**src/rtl/spc_pkg.sv**
```systemverilog
// Shared constants, carrier types and enumerations of the solar pump controller
package spc_pkg;

    // Clock rate and time bases
    localparam int  CLK_HZ       = 40_000_000;
    localparam int  SAMPLE_MS    = 100;
    localparam int  BLINK_MS     = 250;
    localparam int  SAMPLE_CYC   = (SAMPLE_MS * (CLK_HZ / 1000));
    localparam int  BLINK_CYC    = (BLINK_MS * (CLK_HZ / 1000));

    // Temperatures are whole degrees Celsius, two's complement
    localparam int  TEMP_W       = 9;
    typedef logic signed [TEMP_W-1:0] spc_temp_t;

    localparam spc_temp_t OVER_ON_C  = 9'sh082;   // 130 C
    localparam spc_temp_t OVER_OFF_C = 9'sh06E;   // 110 C
    localparam logic [6:0] HYST_K    = 7'h03;     // 3 K
    localparam logic [6:0] DIFF_MIN  = 7'h02;     // 2 K
    localparam logic [6:0] DIFF_MAX  = 7'h0C;     // 12 K
    localparam logic [6:0] MAX_MIN   = 7'h28;     // 40 C
    localparam logic [6:0] MAX_MAX   = 7'h64;     // 100 C

    // Lamp bar thresholds, lowest lamp first
    localparam spc_temp_t LAMP_T0    = 9'sh000;
    localparam spc_temp_t LAMP_T1    = 9'sh019;
    localparam spc_temp_t LAMP_T2    = 9'sh032;
    localparam spc_temp_t LAMP_T3    = 9'sh04B;

    // Selector bits: bit 1 picks solar, bit 0 picks silicon sensors
    localparam int  SEL_SOLAR    = 1;
    localparam int  SEL_SILICON  = 0;

    // Mode switch codes
    typedef enum logic [1:0] {
        SPC_MODE_OFF  = 2'h0,
        SPC_MODE_AUTO = 2'h1,
        SPC_MODE_ON   = 2'h2
    } spc_mode_t;

    // Collector over-temperature lock
    typedef enum logic [0:0] {
        SPC_OT_RUN   = 1'h0,
        SPC_OT_BLOCK = 1'h1
    } spc_ot_t;

    // One measured sensor as delivered by the front end
    typedef struct packed {
        logic      open;
        logic      shorted;
        spc_temp_t temp;
    } spc_sensor_t;

    // Master to slave link word
    typedef struct packed {
        logic      coll_fault;
        logic      master_pump;
        logic      shared_pump_cmd;
        spc_temp_t coll_temp;
    } spc_down_t;

    // Slave to master link word
    typedef struct packed {
        logic tank_ok;
        logic valve_request;
    } spc_up_t;

endpackage

```
**src/rtl/spc_sync.sv**
```systemverilog
// Two flip-flop synchroniser for a bundle of pin levels
`timescale 1ns/10ps
module spc_sync #(
    parameter int W = 1
) (
    input  wire logic         sys_clk,
    input  wire logic         rst_b,
    input  wire logic [W-1:0] din,
    output logic      [W-1:0] dout
);
    logic [W-1:0] stage1;

    // First stage feeds only the second one
    always_ff @(posedge sys_clk) begin
        if (!rst_b) begin
            stage1 <= '0;
            dout   <= '0;
        end else begin
            stage1 <= din;
            dout   <= stage1;
        end
    end
endmodule

```
**src/rtl/spc_controller.sv**
```systemverilog
// Differential temperature pump controller with master and slave link
// How it works
// - Selector picks solar or feed program with platinum or silicon sensors
// - Mode switch forces pump off, runs automatic, or forces pump on
// - Forced on ignores temperature limits and sensor faults
// - Solar: run while collector above tank plus diff and tank below max
// - Solar: collector above 130 C blocks pump until below 110 C
// - During that block the two top collector lamps flash while the collector sensor has not failed
// - Feed: run while boiler above threshold and above tank plus diff
// - Master sends collector temperature; slave uses it with its own tank
// - Two-pump: slave pump only while master pump off and own start holds
// - Slave with open collector input uses two-pump mode
// - Pump-valve: master start lost, master runs pump, slave opens valve
// - Slave with shorted collector input uses pump-valve mode
// - Shorted sensor blinks lowest lamp, open sensor blinks top lamp; slave collector display blinks top lamp for either
// - Failed slave tank sensor puts master in stand-alone control
// - Failed master collector sensor switches pump and valve outputs of both units off in automatic mode
// - Diff setting 2 to 12 K with 3 K switching hysteresis
`timescale 1ns/10ps
module spc_controller #(
    parameter int SAMPLE_CYC = spc_pkg::SAMPLE_CYC,
    parameter int BLINK_CYC  = spc_pkg::BLINK_CYC
) (
    input  wire logic                sys_clk,
    input  wire logic                rst_b,
    input  wire logic [1:0]          program_sel,
    input  wire logic [1:0]          mode_sel,
    input  wire logic                slave_role,
    input  wire logic [3:0]          diff_setting,
    input  wire logic [6:0]          max_setting,
    input  wire spc_pkg::spc_sensor_t collector_sensor,
    input  wire spc_pkg::spc_sensor_t tank_sensor,
    input  wire spc_pkg::spc_down_t  link_down_in,
    input  wire spc_pkg::spc_up_t    link_up_in,
    output spc_pkg::spc_down_t       link_down_out,
    output spc_pkg::spc_up_t         link_up_out,
    output logic                     sensor_silicon,
    output logic                     pump_out,
    output logic                     valve_out,
    output logic [3:0]               coll_lamp,
    output logic [3:0]               tank_lamp
);
    localparam int PIN_W = 2 + 2 + 1 + 4 + 7 + 2 * $bits(spc_pkg::spc_sensor_t)
                         + $bits(spc_pkg::spc_down_t) + $bits(spc_pkg::spc_up_t);

    logic [1:0]           s_prog;
    logic [1:0]           s_mode_raw;
    logic                 s_slave;
    logic [3:0]           s_diff;
    logic [6:0]           s_max;
    spc_pkg::spc_sensor_t s_coll;
    spc_pkg::spc_sensor_t s_tank;
    spc_pkg::spc_down_t   s_down;
    spc_pkg::spc_up_t     s_up;

    // Every pin level crosses two flip-flops before use
    spc_sync #(.W(PIN_W)) u_sync (
        .sys_clk (sys_clk),
        .rst_b   (rst_b),
        .din     ({program_sel, mode_sel, slave_role, diff_setting, max_setting,
                   collector_sensor, tank_sensor, link_down_in, link_up_in}),
        .dout    ({s_prog, s_mode_raw, s_slave, s_diff, s_max, s_coll, s_tank, s_down, s_up})
    );

    // Clamp a value into a documented range
    function automatic logic [6:0] clamp7(input logic [6:0] v, input logic [6:0] lo, input logic [6:0] hi);
        clamp7 = (v < lo) ? lo : ((v > hi) ? hi : v);
    endfunction

    // Bar display of a temperature, lowest lamp first
    function automatic logic [3:0] lamp_bar(input spc_pkg::spc_temp_t t);
        lamp_bar = {t > spc_pkg::LAMP_T3, t > spc_pkg::LAMP_T2, t > spc_pkg::LAMP_T1, t > spc_pkg::LAMP_T0};
    endfunction

    // Fault blink: short lights lowest lamp, open lights top lamp
    function automatic logic [3:0] lamp_show(input spc_pkg::spc_sensor_t s, input logic blink);
        if (s.shorted)
            lamp_show = {3'h0, blink};
        else if (s.open)
            lamp_show = {blink, 3'h0};
        else
            lamp_show = lamp_bar(s.temp);
    endfunction

    // Sample and blink timers
    logic [31:0] smp_cnt, next_smp_cnt;
    logic [31:0] blk_cnt, next_blk_cnt;
    logic        blink, next_blink;
    logic        tick;

    assign tick = (smp_cnt == 32'(SAMPLE_CYC - 1));

    always_comb begin
        next_smp_cnt = tick ? 32'h0 : smp_cnt + 32'h1;
        next_blk_cnt = (blk_cnt == 32'(BLINK_CYC - 1)) ? 32'h0 : blk_cnt + 32'h1;
        next_blink   = (blk_cnt == 32'(BLINK_CYC - 1)) ? !blink : blink;
    end

    always_ff @(posedge sys_clk) begin
        if (!rst_b) begin
            smp_cnt <= 32'h0;
            blk_cnt <= 32'h0;
            blink   <= 1'b0;
        end else begin
            smp_cnt <= next_smp_cnt;
            blk_cnt <= next_blk_cnt;
            blink   <= next_blink;
        end
    end

    // Decoded configuration
    spc_pkg::spc_mode_t mode;
    logic               solar;
    logic               two_pump;
    logic               pump_valve;
    logic [6:0]         diff_eff;
    logic [6:0]         max_eff;

    // Code 3 on the mode switch is treated as off, the safe side
    assign mode       = (s_mode_raw == 2'h3) ? spc_pkg::SPC_MODE_OFF : spc_pkg::spc_mode_t'(s_mode_raw);
    assign solar      = s_prog[spc_pkg::SEL_SOLAR];
    assign two_pump   = s_slave && s_coll.open;
    assign pump_valve = s_slave && s_coll.shorted && !s_coll.open;
    assign diff_eff   = clamp7({3'h0, s_diff}, spc_pkg::DIFF_MIN, spc_pkg::DIFF_MAX);
    assign max_eff    = clamp7(s_max, spc_pkg::MAX_MIN, spc_pkg::MAX_MAX);

    // Collector value: own sensor on the master, link value on the slave
    spc_pkg::spc_temp_t coll_t;
    logic               coll_fail;
    logic               tank_fail;
    assign coll_t    = s_slave ? s_down.coll_temp : s_coll.temp;
    assign coll_fail = s_slave ? s_down.coll_fault : (s_coll.open || s_coll.shorted);
    assign tank_fail = s_tank.open || s_tank.shorted;

    // Comparison levels, widened so sums never wrap
    logic signed [10:0] c11, t11, on_lvl, off_lvl, max11, max_lo;
    assign c11     = 11'(coll_t);
    assign t11     = 11'(s_tank.temp);
    assign on_lvl  = t11 + $signed({4'h0, diff_eff});
    assign off_lvl = on_lvl - $signed({4'h0, spc_pkg::HYST_K});
    assign max11   = $signed({4'h0, max_eff});
    assign max_lo  = max11 - $signed({4'h0, spc_pkg::HYST_K});

    // Hysteretic comparators and over-temperature lock, updated per sample
    logic            diff_on, next_diff_on;
    logic            thr_ok, next_thr_ok;
    spc_pkg::spc_ot_t ot_state, next_ot_state;

    always_comb begin
        next_diff_on  = diff_on;
        next_thr_ok   = thr_ok;
        next_ot_state = ot_state;
        if (tick) begin
            next_diff_on = diff_on ? (c11 > off_lvl) : (c11 > on_lvl);
            if (solar)
                next_thr_ok = thr_ok ? (t11 < max11) : (t11 < max_lo);
            else
                next_thr_ok = thr_ok ? (c11 > max_lo) : (c11 > max11);
            unique case (ot_state)
                spc_pkg::SPC_OT_RUN:   if (coll_t > spc_pkg::OVER_ON_C) next_ot_state = spc_pkg::SPC_OT_BLOCK;
                spc_pkg::SPC_OT_BLOCK: if (coll_t < spc_pkg::OVER_OFF_C) next_ot_state = spc_pkg::SPC_OT_RUN;
            endcase
        end
    end

    always_ff @(posedge sys_clk) begin
        if (!rst_b) begin
            diff_on  <= 1'b0;
            thr_ok   <= 1'b0;
            ot_state <= spc_pkg::SPC_OT_RUN;
        end else begin
            diff_on  <= next_diff_on;
            thr_ok   <= next_thr_ok;
            ot_state <= next_ot_state;
        end
    end

    // Own start condition; the lock only applies to the solar collector
    logic own_start;
    assign own_start = diff_on && thr_ok && !coll_fail && !tank_fail
                    && !(solar && ot_state == spc_pkg::SPC_OT_BLOCK);

    // Registered outputs and link words
    logic               next_pump, next_valve;
    spc_pkg::spc_down_t next_down;
    spc_pkg::spc_up_t   next_up;
    logic               auto_pump, auto_valve, slave_ok, shared_cmd;

    always_comb begin
        slave_ok   = s_up.tank_ok;
        shared_cmd = !s_slave && !own_start && slave_ok && s_up.valve_request && !coll_fail;
        if (s_slave) begin
            auto_pump  = two_pump && own_start && !s_down.master_pump;
            auto_valve = pump_valve && s_down.shared_pump_cmd && !coll_fail;
        end else begin
            auto_pump  = (own_start || shared_cmd) && !coll_fail;
            auto_valve = 1'b0;
        end
        next_pump  = pump_out;
        next_valve = valve_out;
        next_down  = link_down_out;
        next_up    = link_up_out;
        if (tick) begin
            unique case (mode)
                spc_pkg::SPC_MODE_OFF:  next_pump = 1'b0;
                spc_pkg::SPC_MODE_AUTO: next_pump = auto_pump;
                spc_pkg::SPC_MODE_ON:   next_pump = 1'b1;
            endcase
            next_valve = (mode == spc_pkg::SPC_MODE_AUTO) && auto_valve;
            next_down.coll_temp       = s_coll.temp;
            next_down.coll_fault      = s_coll.open || s_coll.shorted;
            next_down.master_pump     = (mode == spc_pkg::SPC_MODE_ON) || (mode == spc_pkg::SPC_MODE_AUTO && auto_pump);
            next_down.shared_pump_cmd = (mode == spc_pkg::SPC_MODE_AUTO) && shared_cmd;
            next_up.tank_ok           = s_slave && !tank_fail;
            next_up.valve_request     = pump_valve && own_start && (mode == spc_pkg::SPC_MODE_AUTO);
        end
    end

    always_ff @(posedge sys_clk) begin
        if (!rst_b) begin
            pump_out      <= 1'b0;
            valve_out     <= 1'b0;
            link_down_out <= '0;
            link_up_out   <= '0;
        end else begin
            pump_out      <= next_pump;
            valve_out     <= next_valve;
            link_down_out <= next_down;
            link_up_out   <= next_up;
        end
    end

    // Lamps; the slave shows link data on its collector display
    logic [3:0] next_coll_lamp, next_tank_lamp;
    logic       next_silicon;

    always_comb begin
        next_silicon   = s_prog[spc_pkg::SEL_SILICON];
        next_tank_lamp = lamp_show(s_tank, blink);
        if (s_slave)
            next_coll_lamp = s_down.coll_fault ? {blink, 3'h0} : lamp_bar(s_down.coll_temp);
        else
            next_coll_lamp = lamp_show(s_coll, blink);
        if (ot_state == spc_pkg::SPC_OT_BLOCK && !coll_fail)
            next_coll_lamp[3:2] = {blink, blink};
    end

    always_ff @(posedge sys_clk) begin
        if (!rst_b) begin
            coll_lamp      <= 4'h0;
            tank_lamp      <= 4'h0;
            sensor_silicon <= 1'b0;
        end else begin
            coll_lamp      <= next_coll_lamp;
            tank_lamp      <= next_tank_lamp;
            sensor_silicon <= next_silicon;
        end
    end

    // Checks beside the logic they guard
    a_manual_on_run: assert property (@(posedge sys_clk) disable iff (!rst_b)
        tick && mode == spc_pkg::SPC_MODE_ON |=> pump_out) else $error("forced on did not run pump");
    a_manual_off_stop: assert property (@(posedge sys_clk) disable iff (!rst_b)
        tick && mode == spc_pkg::SPC_MODE_OFF |=> !pump_out && !valve_out) else $error("forced off left output on");
    a_over_temp_set: assert property (@(posedge sys_clk) disable iff (!rst_b)
        tick && coll_t > spc_pkg::OVER_ON_C |=> ot_state == spc_pkg::SPC_OT_BLOCK) else $error("lock not set");
    a_over_temp_hold: assert property (@(posedge sys_clk) disable iff (!rst_b)
        ot_state == spc_pkg::SPC_OT_BLOCK && !(tick && coll_t < spc_pkg::OVER_OFF_C)
        |=> ot_state == spc_pkg::SPC_OT_BLOCK) else $error("lock released early");
    a_solar_max_stop: assert property (@(posedge sys_clk) disable iff (!rst_b)
        solar && ot_state == spc_pkg::SPC_OT_BLOCK |-> !own_start) else $error("solar start while locked");
    a_solar_tank_max: assert property (@(posedge sys_clk) disable iff (!rst_b)
        tick && solar && t11 >= max11 |=> !own_start) else $error("solar start above tank maximum");
    a_feed_min_stop: assert property (@(posedge sys_clk) disable iff (!rst_b)
        tick && !solar && c11 <= max_lo ##1 !tick [*1] |-> !own_start) else $error("feed start below threshold");
    a_two_pump_yield: assert property (@(posedge sys_clk) disable iff (!rst_b)
        tick && s_slave && mode == spc_pkg::SPC_MODE_AUTO && s_down.master_pump |=> !pump_out)
        else $error("slave pump ran with master pump");
    a_coll_fail_off: assert property (@(posedge sys_clk) disable iff (!rst_b)
        tick && !s_slave && coll_fail && mode == spc_pkg::SPC_MODE_AUTO |=> !pump_out)
        else $error("pump on with failed collector");
    a_over_lamp_flash: assert property (@(posedge sys_clk) disable iff (!rst_b)
        ot_state == spc_pkg::SPC_OT_BLOCK && !coll_fail |=> coll_lamp[3:2] == {2{$past(blink)}})
        else $error("lock lamps not flashing");
endmodule

```
**config.mk**
```make
export PLATFORM = sky130hd
export DESIGN_NAME = spc_controller
export DESIGN_NICKNAME = d
export VERILOG_FILES = /design/src/rtl/spc_pkg.sv /design/src/rtl/spc_sync.sv /design/src/rtl/spc_controller.sv
export SDC_FILE = /design/constraint.sdc
export NUM_CORES = 1
export LEC_CHECK = 0
export ABC_AREA = 1
export BUFFER_PORTS_ARGS = -buffer_cell sky130_fd_sc_hd__buf_2
export CAP_MARGIN = 20
export CORE_MARGIN = 5
export CORE_UTILIZATION = 50
export DETAILED_ROUTE_END_ITERATION = 12
export HOLD_SLACK_MARGIN = 0.02
export PLACE_DENSITY = 0.7
export SYNTH_ARGS = -nofsm -noshare
export SYNTH_HDL_FRONTEND = slang
export SYNTH_SLANG_ARGS = --single-unit
export TNS_END_PERCENT = 5
```
**constraint.sdc**
```tcl
create_clock -name sys_clk -period 6.65 [get_ports sys_clk]
set_input_delay 1.33 -clock sys_clk [delete_from_list [all_inputs] [get_ports sys_clk]]
set_output_delay 1.33 -clock sys_clk [all_outputs]
set_load 0.1 [all_outputs]
```
==> results of run 1 <==
[per-layer routing]
metal / wire length [um] / GRT usage [%]
met1: 9660 / 24.98
met2: 9339 / 31.19
met3: 1132 / 4.113
met4: 283 / 5.727
met5: 0 / 0
[cell usage in the layout (no fill, tap or decap), types with 4 or more instances in the layout]
master / count
a21oi_1: 52
a31oi_1: 6
buf_2: 78
buf_4: 4
clkbuf_16: 17
conb_1: 4
dfxtp_1: 197
ha_1: 59
inv_1: 232
inv_12: 4
inv_2: 6
inv_8: 4
nand2_1: 299
nand2_2: 4
nand3_1: 53
nand3_2: 5
nand4_1: 21
nor2_1: 107
nor2_2: 9
nor2_4: 7
nor3_1: 24
nor3b_1: 14
nor4_1: 17
nor4_2: 4
o21a_1: 4
o21ai_0: 39
o21ai_1: 4
or2_0: 4
or2_2: 6
xnor2_1: 12
xor2_1: 27
[worst max-delay path, stage by stage (launching register included)]
cell	delay [ns]
dfxtp_1	0.33
or2_2	0.31
o211a_1	0.22
ha_1	0.21
fa_1	0.51
ha_1	0.26
nor2_1	0.11
nand2_1	0.09
nor3_1	0.36
a31oi_1	0.17
ha_1	0.38
nand2_1	0.09
nor2_1	0.15
nand3_1	0.10
o2111ai_1	0.11
nor2_1	0.06
o21bai_1	0.15
nand2_1	0.07
nand2_1	0.06
a21oi_1	0.06
[through the flow]
step / power, mW / worst slack, ns / cells / hold WS [ns]
finish: 2.547 / 2.776 / 1607 / 0.4109
global route: 2.658 / 2.473 / 1607 / 0.4301
CTS: 2.574 / 2.793 / 1606 / 0.4143
detailed placement: 1.515 / 2.363 / 1574 / 0.3947
global placement: 1.509 / 2.486 / 1571 / 0.3933
floorplan: 1.446 / 3.207 / 1283 / 0.3905
[flip-flops by register name, summed over array words and instances, names as in the netlist]
name and flops:
u_sync.stage1 52, link_down_out 12, ot_state 1, blink 1
valve_out 1, coll_lamp 4, pump_out 1, tank_lamp 4
sensor_silicon 1, thr_ok 1, diff_on 1, blk_cnt 32
u_sync.dout 52, smp_cnt 32, link_up_out 2
[cell type report]
type | count | area, um^2
Timing Repair Buffer | 83 | 427.9
Inverter | 240 | 900.9
Clock buffer | 17 | 425.4
Clock inverter | 15 | 191.4
Multi-Input combinational cell | 821 | 4601
Sequential cell | 197 | 3944
Fill cell | 1747 | 7985
Tap cell | 234 | 292.8
[logic make-up (layout without fill, tap and decap cells)]
family	count (synthesis)	after routing	synth area share (%)
adder cells (fa/ha/maj)	60	60	7.954
other	1	4	0.03934
flip-flops	197	197	41.37
AO/OA/AOI/OAI	132	132	8.112
buffers and inverters	265	355	10.49
AND/OR/NAND/NOR	586	586	28.46
XOR/XNOR	39	39	3.583
[final timing paths]
path | startpoint | end | slack (ns)
min reg2reg | u_sync.stage1[9] | u_sync.dout[9] | 0.41
max reg2reg | u_sync.dout[45] | diff_on | 2.78
max | u_sync.dout[45] | diff_on | 2.78
min | u_sync.stage1[9] | u_sync.dout[9] | 0.41
[report_power, final]
group          total, mW  switching, mW  internal [mW]
registers           1.24         0.0228           1.21
clock network       1.06          0.539          0.520
logic              0.252          0.163         0.0892
total               2.55          0.724           1.82
==> flow_summary.yaml, run 1 <==
outcome:
  status: "finished clean"
route:
  via_count: 7919
  dr.pass1.iters: 6
  ant_nets: 0
  initialDrtViolationCount: 500
  viasPerCell: 4.928
  wirelength_mm: 20.42
  avgRoutedWirePerCell_um: 12.70
  drc: 0
synth:
  ys.flop_type: "dfxtp_1"
  syn_area_per_cell_um2: 7.448
  synth_cells: 1280
  synth_common_cells: "299 x nand2_1, 232 x inv_1, 197 x dfxtp_1"
  yosys_warnings: 0
  async_reset_ff_share_pct: 0
  synth_edf_count: 0
  yosys.cell_count.top_type: "nand2_1"
  synth_seq_area_share_pct: 41.37
  synthTopCellsByArea: "dfxtp_1 41%, nand2_1 12%, inv_1 9.1%"
  synth_top_cell_area_share_pct: 41.37
  synth_area_leader_cell: "dfxtp_1"
  ys_ff_latch: 197
  yosysUniqueCellTypes: 54
  syn_area_um2: 9533
critical_path:
  start_kind: "register"
  critical_path_class: "reg2reg"
  worst-r2r-cell-count: 19
  cp-end-kind: "register"
  worstPathRequired_ns: 6.98
  arrival_ns: 4.21
  crit_fanout: 5
floorplanning:
  rows: 50
  ios: 79
  die_h_um: 148.1
  core_um2: 18770
  start_util_pct: 50.79
  fp.dieArea_um2: 21930
  die_x_um: 148.1
place:
  port_buffers: 78
  routabilityCongestion: 0.8962
  post_dp_cell_area_um2: 10160
  hpwlAfterDp_mm: 15.23
sta:
  drv_slew: 0
  fin_crit_sh_pct: 58.26
  tns_ns: 0
  max_freq_ghz: 0.2581
  finalClockSkew_ns: 0.01394
  finalSetupViolCount: 0
  period_minus_slack_ns: 3.874
  rsz0062_at_grt: "false"
  slew_headroom_pct: 31.19
  worstMarginPinSlew_ns: 1.030
  final-hold-violation-count: 0
power_and_ir_drop:
  ir_drop_v: 0.0001703
  leakagePower_nw: 5.349
  powerDensity_nw_per_um2: 236.2
clocking:
  htreeDepth: 4
  cts_resized: 0
  insertion_delay_ns: 0.45
  tritoncts.num_buffers: 17
  clockBufferDepth: 2
  clock-sinks: 197
  hold_buffers: 0
  clkTransAtPathRegs_ns: 0.09
  cts_root_buf: "clkbuf_16"
  cts_tree: "yes"
  post_cts_buffers: 0
global_routing:
  grt_pass1_wl_mm: 34.25
  track_usage_pct: 18.91
  grt_overflow: 0
  antenna_found_initial: 0
  first_global_vias: 7388
  grt_max_degree: 113
cells_and_area:
  final_core_util_pct: 57.45
  drive_gt1_share_pct: 12.24
  postLayoutCellArea_um2: 10780
  num-nets-final: 1474
  area_growth_pct: 13.11
  diodes: 0
run:
  cap_violations: 0
worst_hold_path:
  min_path_cells: 2
  hold_path.class: "reg2reg"
Power figures use the tool's default switching activity.
==> run 2: changes to the inputs <==
Clock period 6.65 ns to 3.9 ns, I/O delays scaled along.
==> run 2 against run 1 <==
Sequential share of layout area fell by 0.37 points. Largest cell class unchanged. Largest power group unchanged. Combinational power increased by 77%. Non-clock buffer count rose by 5. Routed wire length increased by 1.0%. Clock skew up 0.0011 ns. Sequential power rose by 70%.
==> flow_summary.yaml, run 2 (synthesis results as in run 1) <==
clocking:
  insertion_delay_ns: 0.44
  hold_buffers: 0
  cts_root_buf: "clkbuf_16"
  tritoncts.num_buffers: 17
  cts_tree: "yes"
  clock-sinks: 197
  htreeDepth: 4
  clockBufferDepth: 2
  clkTransAtPathRegs_ns: 0.08
power_and_ir_drop:
  p_sw_share_pct: 27.67
  ir_drop_v: 0.0002894
  seqPwrFrac_pct: 48.0
  internal_power_mw: 3.180
  leakagePower_nw: 5.396
  share_clk_of_total_power_pct: 41.8
  power_frac_comb_pct: 10.2
  p_sw_mw: 1.216
  powerDensity_nw_per_um2: 403.6
floorplanning:
  die_h_um: 148.1
  die_x_um: 148.1
  rows: 50
  start_util_pct: 50.79
  ios: 79
  core_um2: 18770
  fp.dieArea_um2: 21930
cells_and_area:
  drive_gt1_share_pct: 13.13
  layout_common_cells: "297 x nand2_1, 232 x inv_1, 197 x dfxtp_1, 106 x nor2_1, 77 x buf_2"
  final_common_cell: "nand2_1"
  n_fill_cell: 1747
  area_growth_pct: 14.27
  diodes: 0
  reg_top3: "u_sync.dout: 52 flops, u_sync.stage1: 52 flops"
  instances_no_fill: 1612
  num-nets-final: 1479
route:
  viasPerCell: 4.968
  dr.pass1.iters: 5
  via_count: 8008
  ant_nets: 0
  drc: 0
  avgRoutedWirePerCell_um: 12.80
  initialDrtViolationCount: 615
  wirelength_mm: 20.63
sta:
  final-hold-violation-count: 0
  tns_ns: 0
  rsz0062_at_grt: "false"
  finalSetupViolCount: 0
  fin_crit_sh_pct: 94.56
  finalClockSkew_ns: 0.01508
  period_minus_slack_ns: 3.688
  worstMarginPinSlew_ns: 1.128
  drv_slew: 0
  slew_headroom_pct: 24.00
  max_freq_ghz: 0.2712
place:
  hpwlAfterDp_mm: 15.03
  dp.cells: 1576
  port_buffers: 78
  routabilityCongestion: 0.9076
worst_hold_path:
  min_path_cells: 2
  hold_path.class: "reg2reg"
  hold_start: "u_sync.stage1[11]"
  min_to: "u_sync.dout[11]"
global_routing:
  grt_overflow: 0
  grt_max_degree: 61
  grt_pass1_wl_mm: 34.43
  antenna_found_initial: 0
  track_usage_pct: 18.89
  first_global_vias: 7393
outcome:
  status: "finished clean"
critical_path:
  critical_path_class: "reg2reg"
  r2r-start: "u_sync.dout[45]"
  worst-r2r-cell-count: 19
  cp_slowest_stage_delay_ns: 0.46
  arrival_ns: 4.00
  crit_fanout: 5
  cp-end-kind: "register"
  start_kind: "register"
  crit_path_top_delay_cell: "fa_2"
  r2r_slack_ns: 0.21
  crit_chain: "or2_2 -> o211a_1 -> ha_1 -> fa_2 -> ha_1 -> nor2_1 -> nand2_2 -> nor3_4 -> a31oi_1 -> ha_1 -> nand2_1 -> nor2_1 -> nand3_1 -> o2111ai_1 -> nor2_1 -> o21bai_1 -> nand2_1 -> nand2_1 -> a21oi_1"
  worst_r2r_endpoint: "diff_on"
  worstPathRequired_ns: 4.22
run:
  cap_violations: 0
-- run 2: cell count changes in the layout (fill, tap and decap cells not counted), sizes merged --
cell	change
inv	-2
clkinv	+3
bufinv	+1
buf	+5
clkinvlp	-2
-- run 2: per-layer routing --
layer / vias to the layer above / share of wire [%] / GRT usage, %
li1: 4208 / - / -
met1: 3616 / 48 / 25.92
met2: 160 / 46 / 30.30
met3: 24 / 4.9 / 4.083
met4: 0 / 1.3 / 5.173
met5: - / 0 / 0
-- run 2: critical path, delay by kind of cell (launching register included) --
kind | cells | cell delay, ns
adders and majority gates | 4 | 1.30
DFF | 1 | 0.33
AOI/OAI and AO/OA | 5 | 0.66
and+or+nand+nor | 10 | 1.28
-- run 2: cell type report --
type	instances	area, um^2	share of cell area (%)
flip-flops and latches	197	3944	36.21
clock inverters	15	221.5	2.033
clock buffers	17	425.4	3.905
well taps	234	292.8	2.688
repair buffers	88	467.9	4.296
inverters	240	900.9	8.270
multi-input cells	821	4641	42.60
-- run 2: worst max path at each step --
stage                          from       to  cells past startpoint
floorplan           u_sync.dout[45]  diff_on                     20
global route        u_sync.dout[45]  diff_on                     20
CTS                 u_sync.dout[45]  diff_on                     20
finish              u_sync.dout[45]  diff_on                     19
global placement    u_sync.dout[45]  diff_on                     20
detailed placement  u_sync.dout[45]  diff_on                     20
-- run 2: timing repair --
item                       in CTS  in global routing
gates resized for setup         0                  9
buffers inserted                0                  3
setup endpoints to repair       0                  1
-- run 2: power groups by stage --
stage	clock network (mW)	registers (mW)	logic, mW
CTS	1.89	2.11	0.434
detailed placement	0	2.16	0.429
global route	1.98	2.12	0.511
floorplan	0	2.18	0.286
global placement	0	2.16	0.421
finish	1.84	2.11	0.447
-- run 2: through the flow --
step | instance area, um^2 | power [mW] | worst slack (ns) | utilization (%) | hold WS [ns]
6_report | 10890 | 4.396 | 0.2122 | 58.04 | 0.4044
5_1_grt | 10890 | 4.603 | 0.009233 | 58.04 | 0.4268
4_1_cts | 10820 | 4.428 | 0.07132 | 57.67 | 0.4094
3_5_place_dp | 10180 | 2.585 | 0.1034 | 54.22 | 0.3947
3_3_place_gp | 10180 | 2.577 | 0.2006 | 54.22 | 0.3963
2_1_floorplan | 9544 | 2.466 | 0.4575 | - | 0.3905
==> run 3: changes to the inputs <==
Settings changed: ABC_AREA 1 to unset, SYNTH_HIERARCHICAL set to 1.
==> run 3 against run 2 <==
Cell count shrank 19%. Maximum frequency grew 0.15%. Design area shrank 5.7%. Non-clock buffer count grew 8. Worst setup slack gained 0.0054 ns. Critical endpoint unchanged. Combinational power shrank 9.4%.
==> flow_summary.yaml, run 3 <==
outcome:
  status: "finished clean"
sta:
  drv_slew: 0
  max_freq_ghz: 0.2716
  fin_ws_ns: 0.2176
  finalSetupViolCount: 0
  final-hold-violation-count: 0
  period_minus_slack_ns: 3.682
  fin_crit_sh_pct: 94.42
  worstMarginPinSlew_ns: 0.7868
  finalClockSkew_ns: 0.01814
  timing.hold.ws_ns: 0.4304
  rsz0062_at_grt: "false"
  slew_headroom_pct: 47.06
synth:
  synth_area_leader_cell: "dfxtp_1"
  synthTopCellsByArea: "dfxtp_1 44%, ha_1 8.2%, and2_1 7.8%"
  ys.flop_type: "dfxtp_1"
  syn_area_per_cell_um2: 9.244
  yosys.cell_count.top_type: "dfxtp_1"
  synth_common_cells: "197 x dfxtp_1, 112 x and2_1, 85 x nor2_1"
  yosysUniqueCellTypes: 62
  synth_seq_area_share_pct: 43.84
  syn_area_um2: 8995
  yosys_warnings: 6
  synth_top_cell_area_share_pct: 43.84
  synth_cells: 973
  async_reset_ff_share_pct: 0
  synth_edf_count: 0
  ys_ff_latch: 197
cells_and_area:
  num-nets-final: 1171
  regArea_um2: 3946
  postLayoutCellArea_um2: 10270
  drive_gt1_share_pct: 14.31
  reg_top3: "u_sync/dout: 52 flops, u_sync/stage1: 52 flops"
  multiInputGateArea_um2: 4802
  n_fill_cell: 1581
  instances_no_fill: 1298
  layout_common_cells: "195 x dfxtp_1, 112 x and2_1, 85 x nor2_1, 78 x buf_2, 75 x nand2_1"
  final_common_cell: "dfxtp_1"
  diodes: 0
  area_growth_pct: 14.23
global_routing:
  antenna_found_initial: 2
  grt_pass1_wl_mm: 32.08
  track_usage_pct: 19.14
  first_global_vias: 6579
  grt_max_degree: 81
  grt_overflow: 0
place:
  hpwlAfterDp_mm: 13.64
  routabilityCongestion: 0.8625
  post_dp_cell_area_um2: 9580
  dpl_worst_slack_ns: -0.0007421
  port_buffers: 78
  dp.cells: 1263
run:
  cap_violations: 0
critical_path:
  cp-end-kind: "register"
  cp_slowest_stage_delay_ns: 0.49
  cp_common_cell: "xnor2_1"
  critical_path_class: "reg2reg"
  crit_chain: "inv_1 -> maj3_2 -> ha_4 -> a211o_1 -> a21oi_2 -> nor3b_2 -> xnor2_1 -> and3_4 -> nand2_1 -> xnor2_1 -> ha_1 -> nand4_1 -> or4b_4 -> o221ai_2 -> a31oi_1 -> o21ai_2 -> o41ai_1"
  crit_path_top_delay_cell: "or4b_4"
  crit_fanout: 3
  start_kind: "register"
  arrival_ns: 4.01
  worstPathRequired_ns: 4.23
clocking:
  cts_tree: "yes"
  htreeDepth: 4
  clock-sinks: 197
  tritoncts.num_buffers: 17
  clkTransAtPathRegs_ns: 0.08
  cts_root_buf: "clkbuf_16"
  clockBufferDepth: 2
  insertion_delay_ns: 0.44
floorplanning:
  start_util_pct: 50.42
  fp.dieArea_um2: 20770
  core_um2: 17840
  rows: 49
  die_x_um: 144.1
  die_h_um: 144.1
  ios: 79
route:
  drc: 0
  avgRoutedWirePerCell_um: 14.86
  via_count: 6918
  viasPerCell: 5.330
  wirelength_mm: 19.29
  dr.pass1.iters: 5
  initialDrtViolationCount: 470
  ant_nets: 0
power_and_ir_drop:
  ir_drop_v: 0.0003282
  leakagePower_nw: 4.373
  finalPower_mw: 4.308
  powerDensity_nw_per_um2: 419.3
worst_hold_path:
  hold_path.class: "reg2reg"
run 3: changes by cell type after synthesis, sizes merged, moves of 16 or more:
cell | previous run | this run
inv | 238 | 27
and2 | 0 | 112
o21ai | 43 | 19
nand3 | 58 | 40
nand2 | 303 | 75
and3 | 1 | 17
xor2 | 27 | 55
nor2 | 123 | 85
run 3: cell families after synthesis:
kind of cell | count (synthesis) | share of synthesized area, %
DFF | 197 | 43.84
other | 1 | 0.04169
and+or+nand+nor | 428 | 25.02
adders and majority gates | 62 | 8.652
muxes | 11 | 1.308
buffers and inverters | 61 | 3.505
xor gates and xnor gates | 78 | 7.595
AOI/OAI and AO/OA | 135 | 10.03
run 3: worst max-delay path, delay by kind of cell, from the launching register on:
family / cells / cell delay (ns)
AOI/OAI and AO/OA: 6 / 0.97
xor gates and xnor gates: 2 / 0.32
adders and majority gates: 3 / 0.89
buffers and inverters: 1 / 0.08
DFF: 1 / 0.35
and+or+nand+nor: 5 / 0.97
run 3: final cells by class:
cell class / instances / share of cell area [%]
well taps: 229 / 2.789
flip-flops and latches: 197 / 38.41
clock buffers: 17 / 4.140
multi-input cells: 718 / 46.74
repair buffers: 96 / 5.114
inverters: 27 / 0.9864
clock inverters: 14 / 1.827
run 3: final timing paths:
path / startpoint / to / slack [ns] / cells after the start
worst min register to register: u_sync/stage1[35] / u_sync/dout[35] / 0.43 / 1
worst max-delay path: u_sync/dout[46] / diff_on / 0.22 / 17
worst min-delay path: u_sync/stage1[35] / u_sync/dout[35] / 0.43 / 1
worst max register to register: u_sync/dout[46] / diff_on / 0.22 / 17
run 3: metal layers:
metal | GRT usage (%) | vias up | wire, um
li1 | - | 3523 | -
met1 | 25.78 | 3198 | 9004
met2 | 30.18 | 149 | 8943
met3 | 4.034 | 44 | 840
met4 | 7.433 | 4 | 475
met5 | 0 | - | 28
run 3: repair_timing:
action	in CTS	in global routing
resized for setup	4	10
setup buffers	0	3
hold buffers	0	0
endpoints found under the setup margin	1	1
pin swaps	0	9
run 3: power breakdown:
| part | internal [mW] | switching, mW | leakage [nW] |
|---|---|---|---|
| registers | 2.07 | 0.0439 | 1.61 |
| clock network | 0.976 | 0.813 | 0.300 |
| logic | 0.174 | 0.231 | 2.46 |
| total | 3.22 | 1.09 | 4.37 |
run 3: per-stage QoR:
stage	util (%)	setup TNS (ns)
floorplan	-	0
global placement	53.70	0
detailed placement	53.70	-0.0007421
CTS	57.20	0
global route	57.59	0
finish	57.59	0
